===== src/include/nco_ctrl_pkg.sv =====
// Package of constants for the channel oscillator control block.
// Assumes an APB master with 32-bit data and one register per aligned word.
// Overview of operation
// - Register at offset 0x09 holds path A frequency word bits 31 to 16.
// - Path A frequency word adds into the path A accumulator every cycle that clk_en is high.
// - Dual-path mode adds path B word every cycle that clk_en is high; halves at 0x0A and 0x0B.
// - Path A phase offset at 0x0C is added to accumulator output.
// - Dual-path mode adds path B phase offset at 0x0D to path B output.
// - Writes to 0x08 to 0x0D fill shadow copies; only a sync event moves them to active use.
// - Registers decode on page two times channel plus one, one copy per channel.
// - Register at offset 0x08 holds path A frequency word bits 15 to 0.
package nco_ctrl_pkg;
    localparam int          REG_W        = 16;
    localparam int          ACC_W        = 32;
    localparam int          PAGE_LSB     = 8;
    localparam int          PAGE_W       = 4;
    localparam int          IDX_W        = 6;
    localparam logic [5:0]  IDX_FA_LOW   = 6'h08;
    localparam logic [5:0]  IDX_FA_HIGH  = 6'h09;
    localparam logic [5:0]  IDX_FB_LOW   = 6'h0A;
    localparam logic [5:0]  IDX_FB_HIGH  = 6'h0B;
    localparam logic [5:0]  IDX_PH_A     = 6'h0C;
    localparam logic [5:0]  IDX_PH_B     = 6'h0D;
    localparam logic [5:0]  IDX_CTRL     = 6'h3E;
    localparam logic [5:0]  IDX_STATUS   = 6'h3F;
    localparam logic [15:0] FIELD_RESET  = 16'h0000;
    localparam logic [31:0] ACC_RESET    = 32'h0000_0000;
    localparam int          CTRL_DUAL    = 0;
    localparam int          CTRL_SYNC    = 1;
    localparam int          STAT_PEND    = 0;
    localparam int          STAT_DUAL    = 1;
endpackage


===== src/include/nco_cfg_if.sv =====
// Interface carrying the active oscillator settings to the accumulator module.
// Assumes one clock shared by both ends.
`timescale 1ns/1ns
interface nco_cfg_if;
    logic [31:0] freq_a;
    logic [31:0] freq_b;
    logic [15:0] shift_a;
    logic [15:0] shift_b;
    logic        dual;
    modport src (output freq_a, output freq_b, output shift_a, output shift_b, output dual);
    modport dst (input freq_a, input freq_b, input shift_a, input shift_b, input dual);
endinterface


===== src/rtl/nco_phase_core.sv =====
// Phase accumulators for path A and path B with fixed phase offsets.
// Assumes the settings on the interface are already the active copies.
`timescale 1ns/1ns
module nco_phase_core (
    // Clock and reset
    input  wire logic        pclk,
    input  wire logic        presetn,
    input  wire logic        clk_en,
    // Settings
    nco_cfg_if.dst           cfg,
    // Phase out
    output logic      [15:0] phase_a,
    output logic      [15:0] phase_b
);
    logic [31:0] acc_a_reg;
    logic [31:0] acc_a_next;
    logic [31:0] acc_b_reg;
    logic [31:0] acc_b_next;
    logic [15:0] ph_a_reg;
    logic [15:0] ph_a_next;
    logic [15:0] ph_b_reg;
    logic [15:0] ph_b_next;

    always_comb begin
        acc_a_next = acc_a_reg + cfg.freq_a;
        acc_b_next = cfg.dual ? acc_b_reg + cfg.freq_b : nco_ctrl_pkg::ACC_RESET;
        ph_a_next  = acc_a_reg[31:16] + cfg.shift_a;
        ph_b_next  = cfg.dual ? acc_b_reg[31:16] + cfg.shift_b : nco_ctrl_pkg::FIELD_RESET;
    end

    // Path B stays cleared in single-path mode so it starts from zero phase when enabled.
    always_ff @(posedge pclk or negedge presetn) begin
        if (!presetn) begin
            acc_a_reg <= nco_ctrl_pkg::ACC_RESET;
            acc_b_reg <= nco_ctrl_pkg::ACC_RESET;
            ph_a_reg  <= nco_ctrl_pkg::FIELD_RESET;
            ph_b_reg  <= nco_ctrl_pkg::FIELD_RESET;
        end else if (clk_en) begin
            acc_a_reg <= acc_a_next;
            acc_b_reg <= acc_b_next;
            ph_a_reg  <= ph_a_next;
            ph_b_reg  <= ph_b_next;
        end
    end

    assign phase_a = ph_a_reg;
    assign phase_b = ph_b_reg;
endmodule


===== src/rtl/ddc_nco_phase_control.sv =====
// Top of the channel oscillator control: APB register slave, shadow and active
// copies, and the phase accumulators. Assumes a single APB master on pclk.
//
// The APB interface to the registers is this design's own decision.
`timescale 1ns/1ns
module ddc_nco_phase_control #(
    parameter int CHANNEL = 0
) (
    // Clock, reset and enable
    input  wire logic        pclk,
    input  wire logic        presetn,
    input  wire logic        clk_en,
    // APB slave
    input  wire logic        psel,
    input  wire logic        penable,
    input  wire logic        pwrite,
    input  wire logic [31:0] paddr,
    input  wire logic [31:0] pwdata,
    output logic      [31:0] prdata,
    output logic             pready,
    output logic             pslverr,
    // Sync event and phase outputs
    input  wire logic        sync_in,
    output logic      [15:0] phase_a,
    output logic      [15:0] phase_b
);
    localparam logic [3:0] PAGE = 4'(2 * CHANNEL + 1);

    initial begin
        if (CHANNEL < 0 || CHANNEL > 7) begin
            $error("CHANNEL must lie between 0 and 7");
        end
    end

    nco_cfg_if cfg ();

    logic [15:0] sh_reg [6];
    logic [15:0] sh_next [6];
    logic [15:0] act_reg [6];
    logic [15:0] act_next [6];
    logic        dual_reg;
    logic        dual_next;
    logic        pend_reg;
    logic        pend_next;
    logic [31:0] rd_reg;
    logic [31:0] rd_next;
    logic        rdy_reg;
    logic        rdy_next;
    logic        err_reg;
    logic        err_next;
    logic        wr_go;
    logic        rd_go;
    logic        on_page;
    logic [5:0]  idx;
    logic        do_sync;

    // Shared decode: shadow slot number for a register index, or 7 if none.
    function automatic logic [2:0] slot_of(input logic [5:0] i);
        if (i >= nco_ctrl_pkg::IDX_FA_LOW && i <= nco_ctrl_pkg::IDX_PH_B) begin
            return 3'(i - nco_ctrl_pkg::IDX_FA_LOW);
        end
        return 3'h7;
    endfunction

    assign idx     = paddr[7:2];
    assign on_page = paddr[11:8] == PAGE && paddr[1:0] == 2'h0 && paddr[31:12] == 20'h00000;
    assign wr_go   = psel && penable && !rdy_reg && pwrite;
    assign rd_go   = psel && penable && !rdy_reg && !pwrite;
    assign do_sync = sync_in || (wr_go && on_page && idx == nco_ctrl_pkg::IDX_CTRL
                                 && pwdata[nco_ctrl_pkg::CTRL_SYNC]);

    always_comb begin
        sh_next   = sh_reg;
        act_next  = act_reg;
        dual_next = dual_reg;
        pend_next = pend_reg;
        rd_next   = rd_reg;
        rdy_next  = 1'b0;
        err_next  = 1'b0;
        if (psel && penable && !rdy_reg) begin
            rdy_next = 1'b1;
            err_next = !on_page || (slot_of(idx) == 3'h7 && idx != nco_ctrl_pkg::IDX_CTRL
                                    && idx != nco_ctrl_pkg::IDX_STATUS);
        end
        if (wr_go && on_page && slot_of(idx) != 3'h7) begin
            sh_next[slot_of(idx)] = pwdata[15:0];
            pend_next = 1'b1;
        end
        if (wr_go && on_page && idx == nco_ctrl_pkg::IDX_CTRL) begin
            dual_next = pwdata[nco_ctrl_pkg::CTRL_DUAL];
        end
        if (rd_go) begin
            rd_next = 32'h0000_0000;
            if (on_page && slot_of(idx) != 3'h7) begin
                rd_next[15:0] = sh_reg[slot_of(idx)];
            end else if (on_page && idx == nco_ctrl_pkg::IDX_CTRL) begin
                rd_next[nco_ctrl_pkg::CTRL_DUAL] = dual_reg;
            end else if (on_page && idx == nco_ctrl_pkg::IDX_STATUS) begin
                rd_next[nco_ctrl_pkg::STAT_PEND] = pend_reg;
                rd_next[nco_ctrl_pkg::STAT_DUAL] = dual_reg;
            end
        end
        // A sync copies the shadows seen before this cycle's write lands.
        if (do_sync) begin
            act_next  = sh_reg;
            pend_next = wr_go && on_page && slot_of(idx) != 3'h7;
        end
    end

    always_ff @(posedge pclk or negedge presetn) begin
        if (!presetn) begin
            for (int k = 0; k < 6; k++) begin
                sh_reg[k]  <= nco_ctrl_pkg::FIELD_RESET;
                act_reg[k] <= nco_ctrl_pkg::FIELD_RESET;
            end
            dual_reg <= 1'b0;
            pend_reg <= 1'b0;
            rd_reg   <= 32'h0000_0000;
            rdy_reg  <= 1'b0;
            err_reg  <= 1'b0;
        end else if (clk_en) begin
            sh_reg   <= sh_next;
            act_reg  <= act_next;
            dual_reg <= dual_next;
            pend_reg <= pend_next;
            rd_reg   <= rd_next;
            rdy_reg  <= rdy_next;
            err_reg  <= err_next;
        end
    end

    assign cfg.freq_a  = {act_reg[1], act_reg[0]};
    assign cfg.freq_b  = {act_reg[3], act_reg[2]};
    assign cfg.shift_a = act_reg[4];
    assign cfg.shift_b = act_reg[5];
    assign cfg.dual    = dual_reg;

    assign prdata  = rd_reg;
    assign pready  = rdy_reg;
    assign pslverr = err_reg;

    nco_phase_core u_core (
        .pclk    (pclk),
        .presetn (presetn),
        .clk_en  (clk_en),
        .cfg     (cfg.dst),
        .phase_a (phase_a),
        .phase_b (phase_b)
    );
endmodule


===== config.mk =====
export PLATFORM = sky130hd
export DESIGN_NAME = ddc_nco_phase_control
export DESIGN_NICKNAME = d
export VERILOG_FILES = /design/src/include/nco_ctrl_pkg.sv /design/src/include/nco_cfg_if.sv /design/src/rtl/nco_phase_core.sv /design/src/rtl/ddc_nco_phase_control.sv
export SDC_FILE = /design/constraint.sdc
export NUM_CORES = 1
export LEC_CHECK = 0
export ABC_AREA = 1
export BUFFER_PORTS_ARGS = -buffer_cell sky130_fd_sc_hd__buf_2
export CAP_MARGIN = 20
export CORE_MARGIN = 4
export CORE_UTILIZATION = 55
export CTS_BUF_LIST = sky130_fd_sc_hd__clkbuf_16
export DETAILED_ROUTE_END_ITERATION = 12
export PLACE_DENSITY = 0.74
export SYNTH_ARGS = -nofsm -noshare
export SYNTH_HDL_FRONTEND = slang
export SYNTH_SLANG_ARGS = --single-unit

===== constraint.sdc =====
create_clock -name pclk -period 3.1 [get_ports pclk]
set_clock_uncertainty 0.15 [all_clocks]
set_input_delay 0.93 -clock pclk [delete_from_list [all_inputs] [get_ports pclk]]
set_output_delay 0.93 -clock pclk [all_outputs]
set_load 0.1 [all_outputs]

# == Word level (Yosys, flattened, before mapping) ==
# Cells that the tools add are included.
# word_totals
wordCells,110
output_inout_bits,66
ff_bits,308
inputBits,71
# classes
n_bitwise,2
magnitude_cmp,5
eq_ne,9
add_sub_neg,5
muxes,37
reduce_logical,31
# op_table
cell,n
$bwmux W96,1
$add A32 B32 Y32,2
$mux W16,4
$bmux W16 S3,1
$demux W16 S3,1
$mux W3,13
$add A16 B16 Y16,2
$mux W32,1
$logic_not A20 Y1,1
$logic_and A1 B1 Y1,18
$mux W14,1
$mux W1,13
$eq A6 B6 Y1 const B,2
$ne A6 B6 Y1 const B,2
$reduce_and A2 Y1,5
$ne A3 B3 Y1 const B,3
$ge A4 B4 Y1 const B,2
$not A3 Y4,2
$ge A6 B4 Y1 const B,1
$le A6 B4 Y1 const B,1
$eq A4 B1 Y1 const B,1
$lt A4 B1 Y1 const B,1
$mux W2,2
$eq A3 B3 Y1 const B,1
other kinds (5),8

# == Longest topological paths before layout ==
# logic_depth
ltp_word,18
ltp_mapped,13
ltp_nobuf,13

# == Cells and area by module ==
# Synthesis repeated with hierarchy kept, for this count alone.
# hier_totals
cells_unflattened,2810
area_unflattened_um2,19396.1
# by_module_without_submodules
module,n_inst,cells_per_inst,area_each_um2
nco_phase_core,1,1629,9768.1
ddc_nco_phase_control,1,1181,9628.0

# == Worst setup path after synthesis ==
# No wires, ideal clock.
# synth_path
path_type,input to register
from,in paddr[11]
to,reg sh_reg[64] in the netlist's numbering
slack_ns,0.673
n_path_buf,1
arrival_ns,2.160
setup_time_ns,0.116
stages,10
path_cell_list,or2_1 -> nor2_1 -> nand3_2 -> nor2_8 -> nand4_2 -> nor2_4 -> inv_2 -> buf_6 -> nand2_1 -> nand2_1
# synth_between
elab_chain_cells,6
# synth_rtl
item,line,source
"start, declared",ddc_nco_phase_control.sv:17,"input wire logic [31:0] paddr,"
$eq A4 B1 Y1,ddc_nco_phase_control.sv:66,assign on_page = paddr[11:8] == PAGE && paddr[1:0] == 2'h0 && paddr[31:12] == 20'h00000;
$logic_and A1 B1 Y1 (2 in series),ddc_nco_phase_control.sv:66,
$logic_and A1 B1 Y1 (2 in series),ddc_nco_phase_control.sv:85,if (wr_go && on_page && slot_of(idx) != 3'h7) begin
$reduce_and A2 Y1 (no source line),--,
"end signal, assigned by index",ddc_nco_phase_control.sv:113,sh_reg[k] <= nco_ctrl_pkg::FIELD_RESET;
"end signal, assigned",ddc_nco_phase_control.sv:122,sh_reg <= sh_next;
"end, declared",ddc_nco_phase_control.sv:37,logic [15:0] sh_reg [6];
# No other way between the ends.
# A chain may end at the register's enable or synchronous reset.

# == Worst setup path in the final report ==
# layout_path
from,reg act_reg[48] in the netlist's numbering
to,reg u_core.acc_b_reg[28]
# layout_between
elab_chain_cells,2
# layout_rtl
item,line,source
"start, declared",ddc_nco_phase_control.sv:39,logic [15:0] act_reg [6];
"start signal, assigned by index",ddc_nco_phase_control.sv:114,act_reg[k] <= nco_ctrl_pkg::FIELD_RESET;
"start signal, assigned",ddc_nco_phase_control.sv:123,act_reg <= act_next;
$add A32 B32 Y32,nco_phase_core.sv:26,acc_b_next = cfg.dual ? acc_b_reg + cfg.freq_b : nco_ctrl_pkg::ACC_RESET;
$mux W32,nco_phase_core.sv:26,
"end signal, assigned",nco_phase_core.sv:35,acc_b_reg <= nco_ctrl_pkg::ACC_RESET;
"end signal, assigned",nco_phase_core.sv:40,acc_b_reg <= acc_b_next;
"end, declared",nco_phase_core.sv:17,logic [31:0] acc_b_reg;
# No other way between the ends.

==> flow_summary_export.csv <==
group,metric,value,unit
timing,slew_headroom,0.531,
critical_path,endpoint,"u_core.acc_b_reg[28]",
placement,place_congestion,0.950,
final_layout,layout.nets,3011,
logic_synthesis,yosysWarnings,0,
logic_synthesis,async_reset_ff_frac,1.00,
drt,ant_nets,0,
floorplanning,die_w,194,um
drt,vias_per_cell,5.46,
logic_synthesis,synth.most_common_cell,"nand2_1",
cts,ctsHoldBuffers,0,
drt,drc,0,
floorplanning,initial_utilization,0.563,
hold_path,min_path_type,"in2async",
power,irDropWorstVdd,0.581,mV
power,power.leakage,12.2,nW
final_layout,layout-drive-gt1-share,0.0776,
logic_synthesis,synth_top_cell_area_share,0.405,
critical_path,cp_max_fo,5,
timing,hold_violations,0,
logic_synthesis,synthTopCellsByArea,"dfrtp_1, nand2_1, nand3_1",
cts,clock-root-buffer,"clkbuf_16",
cts,insertion_delay,0.54,ns
power,cellPowerDensity,452,nW/um^2
logic_synthesis,synthCells,2751,
flow_run,drv_cap,0,
timing,setup_tns,0,ns
global_routing,grt_start_max_net_pins,98,
global_routing,busiest_layer,"met1",
cts,clkTransAtPathRegs,0.06,ns
critical_path,timing.rr.start,"act_reg[48]",
final_layout,post-route-util,0.629,
critical_path,r2r_slack,0.53,ns
placement,dpl.hpwl,43.4,mm
global_routing,met3_usage,0.0563,
logic_synthesis,yosysTopAreaCell,"dfrtp_1",
status,status,"complete, no violations",
cts,cts_tree,"yes",
floorplanning,ios,137,
floorplanning,num_rows,67,
critical_path,end_kind,"flip-flop",
floorplanning,die_h,194,um
drt,routed_wl,56.7,mm
critical_path,start_kind,"flip-flop",
logic_synthesis,synth_commonest_cells,"nand2_1, dfrtp_1, inv_1",
critical_path,path_class,"reg2reg",
logic_synthesis,synth_edf_count,0,
global_routing,grt_pass1_vias,16960,
global_routing,grtUsageTotal,0.299,
critical_path,required,3.36,ns
global_routing,grt-ovfl-total,0,
final_layout,syn2layout_area_growth,11.9,%
global_routing,grt_antenna_before_repair,1,
final_layout,largest_reg_flops,96,
global_routing,grtUsageMet2,0.431,
timing,maxSlewViolCount,0,
timing,setup_viol,0,
drt,vias,18142,
cts,clkSinkCount,308,
critical_path,timing.rr.end,"u_core.acc_b_reg[28]",
timing,fmax,390,MHz
critical_path,reg2regPathDepth,13,
drt,wl_per_cell,17.1,um
logic_synthesis,avgSynthCellArea,6.93,um^2
cts,htreeDepth,2,
timing,tightest_slew,0.704,ns
logic_synthesis,ys_seq_elements,308,
critical_path,crit_start,"act_reg[48]",
cts,cts_resized,0,
timing,post-route-min-period,2.57,ns
global_routing,grt_pass1_wl,91.6,mm
global_routing,gr-usage-met1,0.469,
drt,drtIter0Drc,1568,
placement,port-buffer-count,104,
cts,numCtsBuffers,36,
logic_synthesis,synth_ff_type,"dfrtp_1",
drt,firstDrtPassIters,5,
logic_synthesis,synth.distinct_cells,45,
logic_synthesis,yosysSeqAreaShare,0.405,
cts,clockBufferDepth,3,
floorplanning,die_area,37700,um^2
logic_synthesis,netlist_area,19100,um^2
timing,rsz0062_at_grt,"false",
floorplanning,core,33900,um^2
cts,post_cts_buffers,0,
timing,period_share,0.828,
critical_path,crit_arrival,2.83,ns
==> metrics by stage <==
step | cells | worst slack [ns] | hold slack, ns | power [mW] | area (um^2)
2_1_floorplan | 2766 | 0.673 | 0.292 | 5.02 | 19100
3_3_place_gp | 3254 | 0.265 | 0.301 | 5.40 | 20100
3_5_place_dp | 3254 | 0.184 | 0.310 | 5.42 | 20100
4_1_cts | 3320 | 0.580 | 0.179 | 9.70 | 21300
5_1_grt | 3320 | 0.341 | 0.194 | 10.0 | 21300
6_report | 3321 | 0.533 | 0.158 | 9.65 | 21300
==> critical path, stage by stage (launching register included) <==
cell and delay, ns:
dfrtp_1 0.34, ha_1 0.27, inv_1 0.09, fa_1 0.36, inv_1 0.20, nand3_1 0.10
nand3_1 0.24, nand2_1 0.09, nand3_1 0.16, nand2_1 0.16, nand2_1 0.10, nand2_1 0.05
nand3_1 0.10, nand2_1 0.06
==> report_power, final <==
group / internal [mW] / total, mW / switching (mW)
Clock: 2.56 / 4.29 / 1.73
Combinational: 0.280 / 1.13 / 0.855
Sequential: 4.12 / 4.22 / 0.0991
==> cells by family (layout without fill, tap and decap cells) <==
logic type,count (synthesis),in the layout,synth area share
xor+xnor,20,20,0.00919
compound gates,260,260,0.0741
other cells,1,17,0.000197
flops,308,308,0.405
simple gates,1676,1676,0.363
fa+ha+maj,96,96,0.0646
buf+inv,390,496,0.0839
==> layer usage <==
| layer | up-vias | share of wire |
|---|---|---|
| met3 | 104 | 0.092 |
| li1 | 8899 | - |
| met5 | - | 0 |
| met1 | 8426 | 0.48 |
| met2 | 713 | 0.41 |
| met4 | 0 | 0.024 |
==> cells in the final DEF, fill, tap and decap left out, types with 8 or more instances in the layout <==
master and n:
a21oi_1 89, o21ai_0 123, buf_4 20, inv_1 296, nand2_1 1193, conb_1 16, ha_1 92, nand3_1 244
clkbuf_16 38, nor2_1 148, or2_2 8, a21o_1 10, buf_12 12, xnor2_1 16, nand4_1 17, nand3b_1 22
o211ai_1 16, buf_2 103, nor3_1 16, dfrtp_1 308
==> cell type report <==
type | count | area (um^2)
multi-input combinational | 2068 | 9820
clock inverter | 28 | 253
antenna | 1 | 2.50
clock buffer | 38 | 951
inverter | 294 | 1100
sequential | 308 | 7710
fill | 3128 | 12500
timing repair buffer | 136 | 921
tap | 448 | 561
==> how the worst min path moves through the flow <==
stage / from / end / slack (ns) / cells past startpoint
floorplan: sh_reg[48] / act_reg[48] / 0.29 / 2
finish: presetn / u_core.acc_b_reg[28] / 0.16 / 1
global route: presetn / u_core.acc_b_reg[28] / 0.19 / 1
detailed placement: u_core.phase_a[0] / u_core.phase_a[0] / 0.31 / 2
CTS: presetn / u_core.acc_b_reg[28] / 0.18 / 1
global placement: u_core.phase_a[0] / u_core.phase_a[0] / 0.30 / 2
Power figures use the tool's default switching activity.
